==> src/verilog/tps_pkg.sv <==
/*
 * Shared constants for the panel sync timing block: register map,
 * field layout, reset values, state codes and fixed timing figures.
 * Assumes a word-addressed plain register port and one system clock.
 */
`default_nettype none
package tps_pkg;
    localparam int ADDR_W = 4;
    localparam int DATA_W = 32;
    localparam int PIX_W = 16;
    localparam int CNT_W = 10;
    localparam int FLD_W = 8;
    localparam int DIV_W = 6;

    typedef logic [CNT_W-1:0] tps_cnt_t;
    typedef logic [DIV_W-1:0] tps_div_t;
    typedef logic [DATA_W-1:0] tps_word_t;

    // register indexes on the word-addressed port
    localparam logic [ADDR_W-1:0] REG_CTRL = 4'h0;
    localparam logic [ADDR_W-1:0] REG_HTIME = 4'h1;
    localparam logic [ADDR_W-1:0] REG_VTIME = 4'h2;
    localparam logic [ADDR_W-1:0] REG_SIZE = 4'h3;
    localparam logic [ADDR_W-1:0] REG_STATUS = 4'h4;

    // control bits; a set polarity bit makes that output active low
    localparam int CTRL_EN = 0;
    localparam int CTRL_VS_POL = 1;
    localparam int CTRL_HS_POL = 2;
    localparam int CTRL_DE_POL = 3;
    localparam int CTRL_CLK_POL = 4;
    localparam int CTRL_DATA_POL = 5;
    localparam int CTRL_GATE_VS = 6;
    localparam int CTRL_GATE_DE = 7;
    localparam int CTRL_VARIANT = 8;
    localparam int CTRL_DIV_LSB = 16;

    // field positions
    localparam int HT_HSYNC_LSB = 0;
    localparam int HT_END_LSB = 8;
    localparam int HT_START_LSB = 16;
    localparam int VT_VSYNC_LSB = 0;
    localparam int VT_END_LSB = 8;
    localparam int VT_START_LSB = 16;
    localparam int SZ_WIDTH_LSB = 0;
    localparam int SZ_ROWS_LSB = 16;
    localparam int ST_V_LSB = 0;
    localparam int ST_H_LSB = 4;
    localparam int ST_LINE_LSB = 16;

    // writable bits; reserved bits read as zero
    localparam tps_word_t CTRL_MASK = 32'h003f_01ff;
    localparam tps_word_t HTIME_MASK = 32'h00ff_ffff;
    localparam tps_word_t VTIME_MASK = 32'h00ff_ffff;
    localparam tps_word_t SIZE_MASK = 32'h03ff_03ff;

    localparam tps_word_t CTRL_RST = 32'h0000_0000;
    localparam tps_word_t HTIME_RST = 32'h0000_0000;
    localparam tps_word_t VTIME_RST = 32'h0000_0001;
    localparam tps_word_t SIZE_RST = 32'h00f0_0140;

    // idle and enable-delay lengths in pixel clock periods
    localparam tps_cnt_t IDLE_BLANK_TS = 10'h002;
    localparam tps_cnt_t IDLE_DISP_TS = 10'h001;
    localparam tps_cnt_t DE_DLY_STD_TS = 10'h001;
    localparam tps_cnt_t DE_DLY_VAR_TS = 10'h002;
    localparam tps_cnt_t CNT_ONE = 10'h001;
    localparam tps_cnt_t CNT_ZERO = 10'h000;

    typedef enum logic [2:0] {
        H_SYNC = 3'h0,
        H_START = 3'h1,
        H_IDLE = 3'h2,
        H_DELAY = 3'h3,
        H_DATA = 3'h4,
        H_END = 3'h5
    } tps_hstate_t;

    typedef enum logic [1:0] {
        V_PULSE = 2'h0,
        V_BACK = 2'h1,
        V_DISP = 2'h2,
        V_FRONT = 2'h3
    } tps_vstate_t;

    // last count index for a length of n, a zero length acting as one
    function automatic tps_cnt_t lim_m1(input tps_cnt_t n);
        lim_m1 = (n == CNT_ZERO) ? CNT_ZERO : n - CNT_ONE;
    endfunction : lim_m1
endpackage : tps_pkg
`default_nettype wire

==> src/verilog/tps_pixclk_div.sv <==
/*
 * Pixel clock divider: one-cycle step pulse every div+1 system clocks
 * and a half-period level for the panel clock pin.
 * Assumes div is quasi-static; a smaller new value takes effect at once.
 */
`timescale 1ns/1ps
`default_nettype none
module tps_pixclk_div (
    // clock and reset
    input wire logic clk,
    input wire logic reset,
    // divider setting and outputs
    input wire tps_pkg::tps_div_t div,
    output logic tick,
    output logic phase_hi
);
    tps_pkg::tps_div_t cnt;

    // >= so that shrinking div never strands the counter
    assign tick = (cnt >= div);
    // div of zero gives no visible clock edge, only a step every cycle
    assign phase_hi = (cnt <= (div >> 1));

    always_ff @(posedge clk) begin
        if (reset || tick) begin
            cnt <= '0;
        end else begin
            cnt <= cnt + tps_pkg::tps_div_t'(1);
        end
    end
endmodule : tps_pixclk_div
`default_nettype wire

==> src/verilog/tps_out_stage.sv <==
/*
 * Panel output stage: applies polarity, gates nothing itself, and
 * registers every panel pin plus the pixel-taken pulse.
 * Assumes active-high inputs from the timing logic on the same clock.
 */
`timescale 1ns/1ps
`default_nettype none
module tps_out_stage (
    // clock and reset
    input wire logic clk,
    input wire logic reset,
    // active-high levels
    input wire logic vs_act,
    input wire logic hs_act,
    input wire logic de_act,
    input wire logic clk_lvl,
    input wire logic take,
    input wire logic [tps_pkg::PIX_W-1:0] pix_in,
    // polarity selects
    input wire logic vs_pol,
    input wire logic hs_pol,
    input wire logic de_pol,
    input wire logic clk_pol,
    input wire logic data_pol,
    // panel side
    output logic vsync,
    output logic hsync,
    output logic de,
    output logic pclk,
    output logic [tps_pkg::PIX_W-1:0] data,
    output logic pix_next
);
    logic [tps_pkg::PIX_W-1:0] pix;
    wire logic [tps_pkg::PIX_W-1:0] pix_sel;

    // data parks at zero (all ones when data_pol is set) outside the enable so blanking is clean
    assign pix_sel = take ? pix_in : (de_act ? pix : '0);

    always_ff @(posedge clk) begin
        if (reset) begin
            vsync <= 1'b0;
            hsync <= 1'b0;
            de <= 1'b0;
            pclk <= 1'b0;
            data <= '0;
            pix <= '0;
            pix_next <= 1'b0;
        end else begin
            vsync <= vs_act ^ vs_pol;
            hsync <= hs_act ^ hs_pol;
            de <= de_act ^ de_pol;
            pclk <= clk_lvl ^ clk_pol;
            data <= pix_sel ^ {tps_pkg::PIX_W{data_pol}};
            pix <= pix_sel;
            pix_next <= take;
        end
    end
endmodule : tps_out_stage
`default_nettype wire

==> src/verilog/tps_top.sv <==
/*
 * TFT panel sync timing generator: line and frame sequencers, register
 * port, pixel clock divider and registered panel outputs.
 * Assumes pixel words on PIXEL_IN are ready before each PIXEL_NEXT.
 */
// Overview of operation
// - pixel period is source clock times divider plus one; all counts use it
// - horizontal sync lasts hsync_pulse_len plus one pixel periods
// - after horizontal sync wait line_start_wait plus one periods, then idle
// - after data enable ends wait line_end_wait plus one before next sync
// - line period is width plus sync, both waits, idle and enable delay
// - idle before vertical edge is two periods blanking, one in display
// - enable follows vertical sync by one period, two with variant bit
// - vertical sync starts frame_end_wait lines after last enable plus overhead
// - vertical pulse lasts vsync_pulse_lines lines; start wait frame_start_wait
// - vertical, horizontal and enable polarity each selectable by software
// - pixel clock and pixel data bus polarity can be inverted
// - pixel clock optionally stopped in vertical pulse or while enable low
`timescale 1ns/1ps
`default_nettype none
module tps_top (
    // clock and reset
    input wire logic SYS_CLK,
    input wire logic RESET,
    // register port
    input wire logic [tps_pkg::ADDR_W-1:0] REG_ADDR,
    input wire logic [tps_pkg::DATA_W-1:0] REG_WDATA,
    input wire logic REG_WR,
    input wire logic REG_RD,
    output logic [tps_pkg::DATA_W-1:0] REG_RDATA,
    // pixel source
    input wire logic [tps_pkg::PIX_W-1:0] PIXEL_IN,
    output logic PIXEL_NEXT,
    // panel pins
    output logic PANEL_VSYNC,
    output logic PANEL_HSYNC,
    output logic PANEL_DE,
    output logic PANEL_CLK,
    output logic [tps_pkg::PIX_W-1:0] PANEL_DATA
);
    tps_pkg::tps_word_t ctrl;
    tps_pkg::tps_word_t htime;
    tps_pkg::tps_word_t vtime;
    tps_pkg::tps_word_t size;
    tps_pkg::tps_hstate_t hstate;
    tps_pkg::tps_hstate_t next_hstate;
    tps_pkg::tps_vstate_t vstate;
    tps_pkg::tps_vstate_t next_vstate;
    tps_pkg::tps_cnt_t h_cnt;
    tps_pkg::tps_cnt_t h_lim;
    tps_pkg::tps_cnt_t v_cnt;
    tps_pkg::tps_cnt_t v_lim;
    logic tick;
    logic phase_hi;

    // field decode
    wire logic run = ctrl[tps_pkg::CTRL_EN];
    wire logic variant = ctrl[tps_pkg::CTRL_VARIANT];
    wire logic gate_vs = ctrl[tps_pkg::CTRL_GATE_VS];
    wire logic gate_de = ctrl[tps_pkg::CTRL_GATE_DE];
    wire logic clk_pol = ctrl[tps_pkg::CTRL_CLK_POL];
    wire logic de_pol = ctrl[tps_pkg::CTRL_DE_POL];
    wire tps_pkg::tps_div_t pix_div =
        ctrl[tps_pkg::CTRL_DIV_LSB +: tps_pkg::DIV_W];
    wire tps_pkg::tps_cnt_t hs_len = tps_pkg::tps_cnt_t'(
        htime[tps_pkg::HT_HSYNC_LSB +: tps_pkg::FLD_W]);
    wire tps_pkg::tps_cnt_t end_wait = tps_pkg::tps_cnt_t'(
        htime[tps_pkg::HT_END_LSB +: tps_pkg::FLD_W]);
    wire tps_pkg::tps_cnt_t start_wait = tps_pkg::tps_cnt_t'(
        htime[tps_pkg::HT_START_LSB +: tps_pkg::FLD_W]);
    wire tps_pkg::tps_cnt_t vs_lines = tps_pkg::tps_cnt_t'(
        vtime[tps_pkg::VT_VSYNC_LSB +: tps_pkg::FLD_W]);
    wire tps_pkg::tps_cnt_t fr_end = tps_pkg::tps_cnt_t'(
        vtime[tps_pkg::VT_END_LSB +: tps_pkg::FLD_W]);
    wire tps_pkg::tps_cnt_t fr_start = tps_pkg::tps_cnt_t'(
        vtime[tps_pkg::VT_START_LSB +: tps_pkg::FLD_W]);
    wire tps_pkg::tps_cnt_t width = size[tps_pkg::SZ_WIDTH_LSB +: tps_pkg::CNT_W];
    wire tps_pkg::tps_cnt_t rows = size[tps_pkg::SZ_ROWS_LSB +: tps_pkg::CNT_W];

    // register port decode
    wire logic wr_ctrl = REG_WR && (REG_ADDR == tps_pkg::REG_CTRL);
    wire logic wr_htime = REG_WR && (REG_ADDR == tps_pkg::REG_HTIME);
    wire logic wr_vtime = REG_WR && (REG_ADDR == tps_pkg::REG_VTIME);
    wire logic wr_size = REG_WR && (REG_ADDR == tps_pkg::REG_SIZE);
    wire tps_pkg::tps_word_t status =
        (tps_pkg::tps_word_t'(vstate) << tps_pkg::ST_V_LSB) |
        (tps_pkg::tps_word_t'(hstate) << tps_pkg::ST_H_LSB) |
        (tps_pkg::tps_word_t'(v_cnt) << tps_pkg::ST_LINE_LSB);
    tps_pkg::tps_word_t rd_mux;

    always_comb begin
        if (REG_ADDR == tps_pkg::REG_CTRL) begin
            rd_mux = ctrl & tps_pkg::CTRL_MASK;
        end else if (REG_ADDR == tps_pkg::REG_HTIME) begin
            rd_mux = htime & tps_pkg::HTIME_MASK;
        end else if (REG_ADDR == tps_pkg::REG_VTIME) begin
            rd_mux = vtime & tps_pkg::VTIME_MASK;
        end else if (REG_ADDR == tps_pkg::REG_SIZE) begin
            rd_mux = size & tps_pkg::SIZE_MASK;
        end else if (REG_ADDR == tps_pkg::REG_STATUS) begin
            rd_mux = status;
        end else begin
            rd_mux = '0;
        end
    end

    always_ff @(posedge SYS_CLK) begin
        if (RESET) begin
            ctrl <= tps_pkg::CTRL_RST;
            htime <= tps_pkg::HTIME_RST;
            vtime <= tps_pkg::VTIME_RST;
            size <= tps_pkg::SIZE_RST;
            REG_RDATA <= '0;
        end else begin
            if (wr_ctrl) ctrl <= REG_WDATA & tps_pkg::CTRL_MASK;
            if (wr_htime) htime <= REG_WDATA & tps_pkg::HTIME_MASK;
            if (wr_vtime) vtime <= REG_WDATA & tps_pkg::VTIME_MASK;
            if (wr_size) size <= REG_WDATA & tps_pkg::SIZE_MASK;
            REG_RDATA <= REG_RD ? rd_mux : '0;
        end
    end

    tps_pixclk_div u_div (
        .clk(SYS_CLK),
        .reset(RESET),
        .div(pix_div),
        .tick(tick),
        .phase_hi(phase_hi)
    );

    // everything below advances once per pixel period
    wire logic step = tick && run;
    wire logic disp = (vstate == tps_pkg::V_DISP);

    // line sequencer; phase lengths sum to one full line
    always_comb begin
        next_hstate = hstate;
        h_lim = tps_pkg::CNT_ZERO;
        case (hstate)
            tps_pkg::H_SYNC: begin
                h_lim = hs_len;
                next_hstate = tps_pkg::H_START;
            end
            tps_pkg::H_START: begin
                h_lim = start_wait;
                next_hstate = tps_pkg::H_IDLE;
            end
            tps_pkg::H_IDLE: begin
                h_lim = tps_pkg::lim_m1(disp ? tps_pkg::IDLE_DISP_TS
                                             : tps_pkg::IDLE_BLANK_TS);
                next_hstate = tps_pkg::H_DELAY;
            end
            tps_pkg::H_DELAY: begin
                h_lim = tps_pkg::lim_m1(variant ? tps_pkg::DE_DLY_VAR_TS
                                                : tps_pkg::DE_DLY_STD_TS);
                next_hstate = tps_pkg::H_DATA;
            end
            tps_pkg::H_DATA: begin
                h_lim = tps_pkg::lim_m1(width);
                next_hstate = tps_pkg::H_END;
            end
            tps_pkg::H_END: begin
                h_lim = end_wait;
                next_hstate = tps_pkg::H_SYNC;
            end
            default: begin
                h_lim = tps_pkg::CNT_ZERO;
                next_hstate = tps_pkg::H_SYNC;
            end
        endcase
    end

    // >= keeps a mid-phase register change from stalling the line
    wire logic h_adv = step && (h_cnt >= h_lim);
    // vertical edges sit at the end of the idle phase
    wire logic line_mark = h_adv && (hstate == tps_pkg::H_IDLE);

    always_ff @(posedge SYS_CLK) begin
        if (RESET || !run) begin
            hstate <= tps_pkg::H_SYNC;
            h_cnt <= tps_pkg::CNT_ZERO;
        end else if (h_adv) begin
            hstate <= next_hstate;
            h_cnt <= tps_pkg::CNT_ZERO;
        end else if (step) begin
            h_cnt <= h_cnt + tps_pkg::CNT_ONE;
        end
    end

    // frame sequencer, counted in whole lines
    always_comb begin
        next_vstate = vstate;
        v_lim = tps_pkg::CNT_ZERO;
        case (vstate)
            tps_pkg::V_PULSE: begin
                v_lim = tps_pkg::lim_m1(vs_lines);
                next_vstate = (fr_start == tps_pkg::CNT_ZERO) ?
                    tps_pkg::V_DISP : tps_pkg::V_BACK;
            end
            tps_pkg::V_BACK: begin
                v_lim = tps_pkg::lim_m1(fr_start);
                next_vstate = tps_pkg::V_DISP;
            end
            tps_pkg::V_DISP: begin
                v_lim = tps_pkg::lim_m1(rows);
                next_vstate = (fr_end == tps_pkg::CNT_ZERO) ?
                    tps_pkg::V_PULSE : tps_pkg::V_FRONT;
            end
            tps_pkg::V_FRONT: begin
                v_lim = tps_pkg::lim_m1(fr_end);
                next_vstate = tps_pkg::V_PULSE;
            end
            default: begin
                v_lim = tps_pkg::CNT_ZERO;
                next_vstate = tps_pkg::V_PULSE;
            end
        endcase
    end

    always_ff @(posedge SYS_CLK) begin
        if (RESET || !run) begin
            vstate <= tps_pkg::V_PULSE;
            v_cnt <= tps_pkg::CNT_ZERO;
        end else if (line_mark && (v_cnt >= v_lim)) begin
            vstate <= next_vstate;
            v_cnt <= tps_pkg::CNT_ZERO;
        end else if (line_mark) begin
            v_cnt <= v_cnt + tps_pkg::CNT_ONE;
        end
    end

    // active-high panel levels
    wire logic vs_act = run && (vstate == tps_pkg::V_PULSE);
    wire logic hs_act = run && (hstate == tps_pkg::H_SYNC);
    wire logic de_act = run && disp && (hstate == tps_pkg::H_DATA);
    wire logic clk_stop = !run || (gate_vs && vs_act) ||
        (gate_de && !de_act);
    wire logic take = de_act && step;

    tps_out_stage u_out (
        .clk(SYS_CLK),
        .reset(RESET),
        .vs_act(vs_act),
        .hs_act(hs_act),
        .de_act(de_act),
        .clk_lvl(phase_hi && !clk_stop),
        .take(take),
        .pix_in(PIXEL_IN),
        .vs_pol(ctrl[tps_pkg::CTRL_VS_POL]),
        .hs_pol(ctrl[tps_pkg::CTRL_HS_POL]),
        .de_pol(de_pol),
        .clk_pol(clk_pol),
        .data_pol(ctrl[tps_pkg::CTRL_DATA_POL]),
        .vsync(PANEL_VSYNC),
        .hsync(PANEL_HSYNC),
        .de(PANEL_DE),
        .pclk(PANEL_CLK),
        .data(PANEL_DATA),
        .pix_next(PIXEL_NEXT)
    );

    tps_pkg::tps_div_t gap;
    logic gap_clean;
    always_ff @(posedge SYS_CLK) begin
        if (RESET) begin
            gap <= '0;
            gap_clean <= 1'b0;
        end else begin
            gap <= tick ? '0 : gap + tps_pkg::tps_div_t'(1);
            gap_clean <= wr_ctrl ? 1'b0 : (tick ? 1'b1 : gap_clean);
        end
    end
endmodule : tps_top
`default_nettype wire

==> config.mk <==
export PLATFORM = sky130hd
export DESIGN_NAME = tps_top
export DESIGN_NICKNAME = d
export VERILOG_FILES = /design/src/verilog/tps_pkg.sv /design/src/verilog/tps_pixclk_div.sv /design/src/verilog/tps_out_stage.sv /design/src/verilog/tps_top.sv
export SDC_FILE = /design/constraint.sdc
export NUM_CORES = 1
export LEC_CHECK = 0
export BUFFER_PORTS_ARGS = -buffer_cell sky130_fd_sc_hd__buf_2
export CELL_PAD_IN_SITES_DETAIL_PLACEMENT = 1
export CELL_PAD_IN_SITES_GLOBAL_PLACEMENT = 1
export CORE_MARGIN = 1
export CORE_UTILIZATION = 47
export DETAILED_ROUTE_END_ITERATION = 8
export GPL_ROUTABILITY_DRIVEN = 0
export PLACE_DENSITY = 0.82
export REMOVE_ABC_BUFFERS = 1
export SYNTH_ARGS = -nofsm -noshare
export SYNTH_HDL_FRONTEND = slang
export SYNTH_SLANG_ARGS = --single-unit
==> constraint.sdc <==
create_clock -name SYS_CLK -period 7.33 [get_ports SYS_CLK]
set_input_delay 2.199 -clock SYS_CLK [delete_from_list [all_inputs] [get_ports SYS_CLK]]
set_output_delay 2.199 -clock SYS_CLK [all_outputs]
set_load 0.005 [all_outputs]
## Word level (Yosys, flattened, before mapping)

Cells that the tools add are included.

| word-level totals | value |
|---|---|
| memories | 0 |
| logic and storage cells | 116 |
| flip-flop bits (word level) | 183 |
| bits in latches | 0 |
| output and inout port bits | 53 |
| input port bits | 56 |
| memory bits (read-only) | 0 |
| memory bits (writable) | 0 |

| operators by class | value |
|---|---|
| shifts and indexed selects | 0 |
| equal/unequal tests | 12 |
| reduce and logical (&&, ||, !) cells | 39 |
| magnitude comparators | 4 |
| bitwise operators | 9 |
| add/sub/neg operators | 10 |
| muxes and demuxes | 22 |
| multiply operators | 0 |
| divide/modulo/power cells | 0 |

Operator list:

| kind | count |
|---|---|
| 10-bit zero test | 7 |
| 10-bit 2-to-1 mux | 7 |
| 10-bit one-hot mux with 6 select lines | 1 |
| 26-bit 2-to-1 mux | 2 |
| 24-bit 2-to-1 mux | 2 |
| 10-bit one-hot mux with 4 select lines | 1 |
| 16-bit 2-to-1 mux | 2 |
| 8-bit by 1-bit subtractor with 9-bit output, second input constant | 3 |
| 7-bit by 26-bit OR with 26-bit output | 1 |
| 22-bit 2-to-1 mux | 1 |
| 10-bit by 1-bit adder with 10-bit output, second input constant | 2 |
| 10-bit >= comparator | 2 |
| 10-bit by 1-bit subtractor with 10-bit output, second input constant | 2 |
| 1-bit logical AND | 16 |
| 16-bit XOR | 1 |
| 3-bit one-hot mux with 5 select lines | 1 |
| 4-bit by 2-bit == test with 1-bit output, second input constant | 2 |
| 2-bit 2-to-1 mux | 4 |
| 2-bit one-hot mux with 4 select lines | 1 |
| 2-bit by 7-bit OR with 7-bit output | 1 |
| 7-bit OR reduction | 1 |
| 6-bit by 1-bit adder with 6-bit output, second input constant | 1 |
| 3-bit by 2-bit == test with 1-bit output, second input constant | 2 |
| 3-bit == test, second input constant | 2 |
| other kinds (18) | 31 |

## Longest topological paths before layout

| depth | value |
|---|---|
| word-level depth | 10 |
| mapped depth | 16 |
| mapped depth without buffers | 16 |

## Hierarchy

From an unflattened synthesis, not the netlist that was laid out.

| unflattened totals | value |
|---|---|
| cell total of the unflattened synthesis | 1088 |
| area total of the unflattened synthesis | 8894.8 µm² |

Modules (own cells, without submodules):

| module | times used | sequential area each (µm²) | area an instance (µm²) | cells an instance |
|---|---|---|---|---|
| tps_top | 1 | 2682.6 | 7100.6 | 922 |
| tps_out_stage | 1 | 740.7 | 1288.7 | 108 |
| tps_pixclk_div | 1 | 120.1 | 505.5 | 58 |

## Worst setup path before layout

Ideal clock, no wire load.

| timing path | value |
|---|---|
| kind | input port to flip-flop |
| start point | input REG_ADDR[1] (netlist name) |
| end point | register REG_RDATA[0] (netlist name) |
| buffers on the path | 3 |
| setup slack | 3.800 ns |
| required time | 7.202 ns |
| library setup time | 0.128 ns |
| arrival time | 3.402 ns |
| stages on the path | 8 |
| cells stage by stage | buf_2 clkbuf_1 buf_2 nand2_1 a222oi_1 nor2_1 a21oi_1 nor2_1 |

| between the ends | value |
|---|---|
| word-level cells in the longest chain between the ends | 6 |
| elaborated cells between the ends (all ways) | 10 |
| those cells by class | eq/ne: 4; mux: 5; reduce/logical: 1 |

RTL lines:

| item | RTL line | source |
|---|---|---|
| start: declaration | tps_top.sv:26 | `input wire logic [tps_pkg::ADDR_W-1:0] REG_ADDR,` |
| 4-bit by 3-bit == test with 1-bit output | tps_top.sv:100 | `end else if (REG_ADDR == tps_pkg::REG_STATUS) begin` |
| 26-bit 2-to-1 mux | tps_top.sv:100 |  |
| 26-bit 2-to-1 mux | tps_top.sv:98 | `end else if (REG_ADDR == tps_pkg::REG_SIZE) begin` |
| 24-bit 2-to-1 mux | tps_top.sv:96 | `end else if (REG_ADDR == tps_pkg::REG_VTIME) begin` |
| 24-bit 2-to-1 mux | tps_top.sv:94 | `end else if (REG_ADDR == tps_pkg::REG_HTIME) begin` |
| 22-bit 2-to-1 mux (*) | tps_top.sv:92 | `if (REG_ADDR == tps_pkg::REG_CTRL) begin` |
| end signal: assignment | tps_top.sv:119 | `REG_RDATA <= REG_RD ? rd_mux : '0;` |
| end: declaration | tps_top.sv:30 | `output logic [tps_pkg::DATA_W-1:0] REG_RDATA,` |

Mark *: on every way between the ends. The rest lies on a longest branch, timed or not.
A chain may end at the register's enable or synchronous reset.

## Worst setup path after layout

| timing path | value |
|---|---|
| start point | input REG_ADDR[0] (netlist name) |
| end point | register htime[22] |

| between the ends | value |
|---|---|
| word-level cells in the longest chain between the ends | 2 |

RTL lines:

| item | RTL line | source |
|---|---|---|
| 4-bit by 1-bit == test with 1-bit output | tps_top.sv:82 | `wire logic wr_htime = REG_WR && (REG_ADDR == tps_pkg::REG_HTIME);` |
| 1-bit logical AND | tps_top.sv:82 |  |
| end signal: assignment | tps_top.sv:110 | `htime <= tps_pkg::HTIME_RST;` |
| end signal: assignment | tps_top.sv:116 | `if (wr_htime) htime <= REG_WDATA & tps_pkg::HTIME_MASK;` |
| end: declaration | tps_top.sv:42 | `tps_pkg::tps_word_t htime;` |

No other way between the ends.

==> impl_metrics.ini <==
[outcome]
outcome = complete, no violations

[sta]
hold_violations = 0
tns_ns = 0
rsz0062_at_grt = no
period_needed_ns = 4.963
tightestPinTransition_ns = 1.186
hold_slack_ns = 0.4707
setup_viol = 0
max_freq_mhz = 201.5
slew_viol_final = 0
slew_headroom_pct = 20.76
clock_skew_ns = 0.01840
post-route-period-util_pct = 67.71
timing.final.ws_setup_ns = 2.367

[cells_and_area]
final_layout_size_suffix_gt1_share_pct = 13.80
finalNonFillerCells = 1415
n_antenna_cell = 0
syn_to_final_growth_pct = 12.52
final_cell_mix = nand2_1 (210), dfxtp_1 (177), a21oi_1 (126), nor2_1 (114), buf_2 (96)
nNetsFinal = 1264
mostFrequentLayoutCell = nand2_1
fillers = 2291

[routing]
viasPerCell = 5.878
routed.top_layer = met4
met3_length_um = 1391
wl_per_cell_um = 20.19
drt.antenna.violating_nets = 0
wl_um = 28570
drcViolationCount = 0
dr.pass1.iters = 5
wl_met2_um = 13880
wl_met1_um = 12690
vias = 8317
drt_first_iter_violations = 640

[clock_network]
path_clk_slew_ns = 0.09
cts_buffers = 17
hold_buffers = 0
clkLatencyLatePin_ns = 0.46
clock_sinks = 177
post_cts_resize_count = 0
clk_path_buf_depth = 2
htreeDepth = 4
cts_tree = done
postCtsSetupRepairBufs = 0
root_buffer = clkbuf_16

[worst_setup_path]
arrival_ns = 5.27
worstSetupPathType = in2reg
critPathBufInv = 2
startpoint_type = input port
required_ns = 7.64
cpMostUsedCell = nand2_1
worstSetupEndpointType = register
cpMaxStageDelayCell = nor2b_1
max_stage_delay_ns = 0.98
critPathTopFamily = simple AND/OR/NAND/NOR gates
cp_cell_sequence = buf_2 -> nor3b_2 -> buf_4 -> nor2b_1 -> nand2_1 -> nand2_1 -> a21oi_1
critPathMaxFanout = 24

[global_route]
grt.total_usage_pct = 29.67
grt_overflow = 0
grt_pass1_wl_um = 46040
antenna_found_initial = 0
grt_pass1_vias = 8662
grt_max_degree = 38

[synth]
synth_cell_types = 67
yosysSeqAreaShare_pct = 39.19
synth_edf_count = 0
netlist_area_mm2 = 0.009041
syn-instance-count = 1120
synthArstFlopShare_pct = 0
yosysWarnings = 0
synth_ff_type = dfxtp_1
synth_area_per_cell_um2 = 8.072
ys_seq_elements = 177

[die]
die_h_um = 140.7
num_rows = 50
io_pins = 109
core-area_mm2 = 0.01877
start_util_pct = 48.17
die_w_um = 140.7
die_area_mm2 = 0.01980

[power]
leakage_nw = 4.043
peakVddDrop_mv = 0.1339
p_total_mw = 2.100
power.density_mw_per_mm2 = 206.5

[place]
place_inst = 1383
portBuffers = 96
dpl.hpwl_um = 19840
dp_slack_ns = 1.869

[worst_hold_path]
hold_path_class = reg2reg

[flow_run]
drv_cap = 0
layout make-up:
type | count | area (um^2) | area share (%)
Multi-Input combinational cell | 841 | 5041 | 49.55
Sequential cell | 177 | 3543 | 34.83
Timing Repair Buffer | 104 | 540.5 | 5.313
Clock buffer | 17 | 425.4 | 4.182
Tap cell | 234 | 292.8 | 2.878
Clock inverter | 15 | 229.0 | 2.251
Inverter | 27 | 101.3 | 0.9962
cells in the mapped netlist, types with 3 or more instances:
master,number,share of area [%]
nand2_1,210,8.7
dfxtp_1,177,39
a21oi_1,126,7.0
nor2_1,114,4.7
clkbuf_1,45,1.9
mux2i_1,41,4.5
ha_1,40,5.5
inv_1,27,1.1
nand2b_1,24,1.7
xnor2_1,23,2.2
buf_2,22,1.2
nor3_1,21,1.2
xor2_1,21,2.0
nand3_1,20,1.1
o21ai_0,17,0.94
nand3b_1,12,1.0
a222oi_1,11,1.2
nand4_1,11,0.76
and2_1,10,0.69
nor4_1,9,0.62
o22ai_1,9,0.62
or3_1,9,0.62
a22oi_1,8,0.66
and3_1,7,0.48
o22a_1,7,0.68
a211oi_1,6,0.50
buf_4,6,0.50
o22ai_2,6,0.83
a21o_1,5,0.42
o21ai_1,5,0.28
a221oi_1,4,0.39
a22o_1,4,0.39
a31oi_1,4,0.28
nor2b_1,4,0.28
nor3b_1,4,0.33
or2_2,4,0.28
a32oi_1,3,0.29
buf_1,3,0.12
buf_6,3,0.37
or4_1,3,0.25
where the power goes:
group	switching (mW)	internal, mW
logic	0.0898	0.0472
registers	0.00903	0.969
clock network	0.508	0.477
total	0.607	1.49
flip-flops by register name, indices dropped and copies added, names as in the netlist, 10 cells and up:
name and flops:
REG_RDATA 26, ctrl 15, h_cnt 10, htime 24, size 20, u_out.data 16
u_out.pix 16, v_cnt 10, vtime 24
path summary, 6_finish.rpt:
kind | from | end | slack (ns) | depth (start not counted)
max | REG_ADDR[0] | htime[22] | 2.37 | 7
max reg2reg | size[18] | v_cnt[8] | 3.28 | 12
min reg2reg | u_out.pix[9] | u_out.pix[9] | 0.47 | 2
min | u_out.pix[9] | u_out.pix[9] | 0.47 | 2
per-layer routing:
metal	vias up	track usage, %
met2	209	51.79
li1	3958	-
met4	0	10.30
met1	4112	36.93
met5	-	0
met3	38	4.891
tightest hold or removal path, delay by kind of cell (launching register included):
family	cells	cell delay (ns)
flip-flops	1	0.33
AND/OR/NAND/NOR	1	0.06
AO/OA/AOI/OAI	1	0.05
stage by stage:
step                util (%)  cell area (um^2)
finish                 54.21             10170
floorplan                  -              8686
detailed placement     50.72              9519
global route           54.21             10170
CTS                    54.21             10170
global placement       50.72              9519
cell families (layout without fill, tap and decap cells):
family / count (synthesis) / after routing / share of synthesized area, %
multiplexers: 41 / 41 / 4.539
adder cells (fa/ha/maj): 40 / 40 / 5.536
other: 1 / 6 / 0.04148
AO/OA/AOI/OAI: 226 / 226 / 15.51
AND/OR/NAND/NOR: 484 / 484 / 25.66
flip-flops: 177 / 177 / 39.19
XOR/XNOR: 44 / 44 / 4.262
buffers and inverters: 107 / 163 / 5.259
(Power assumes the default switching activity.)
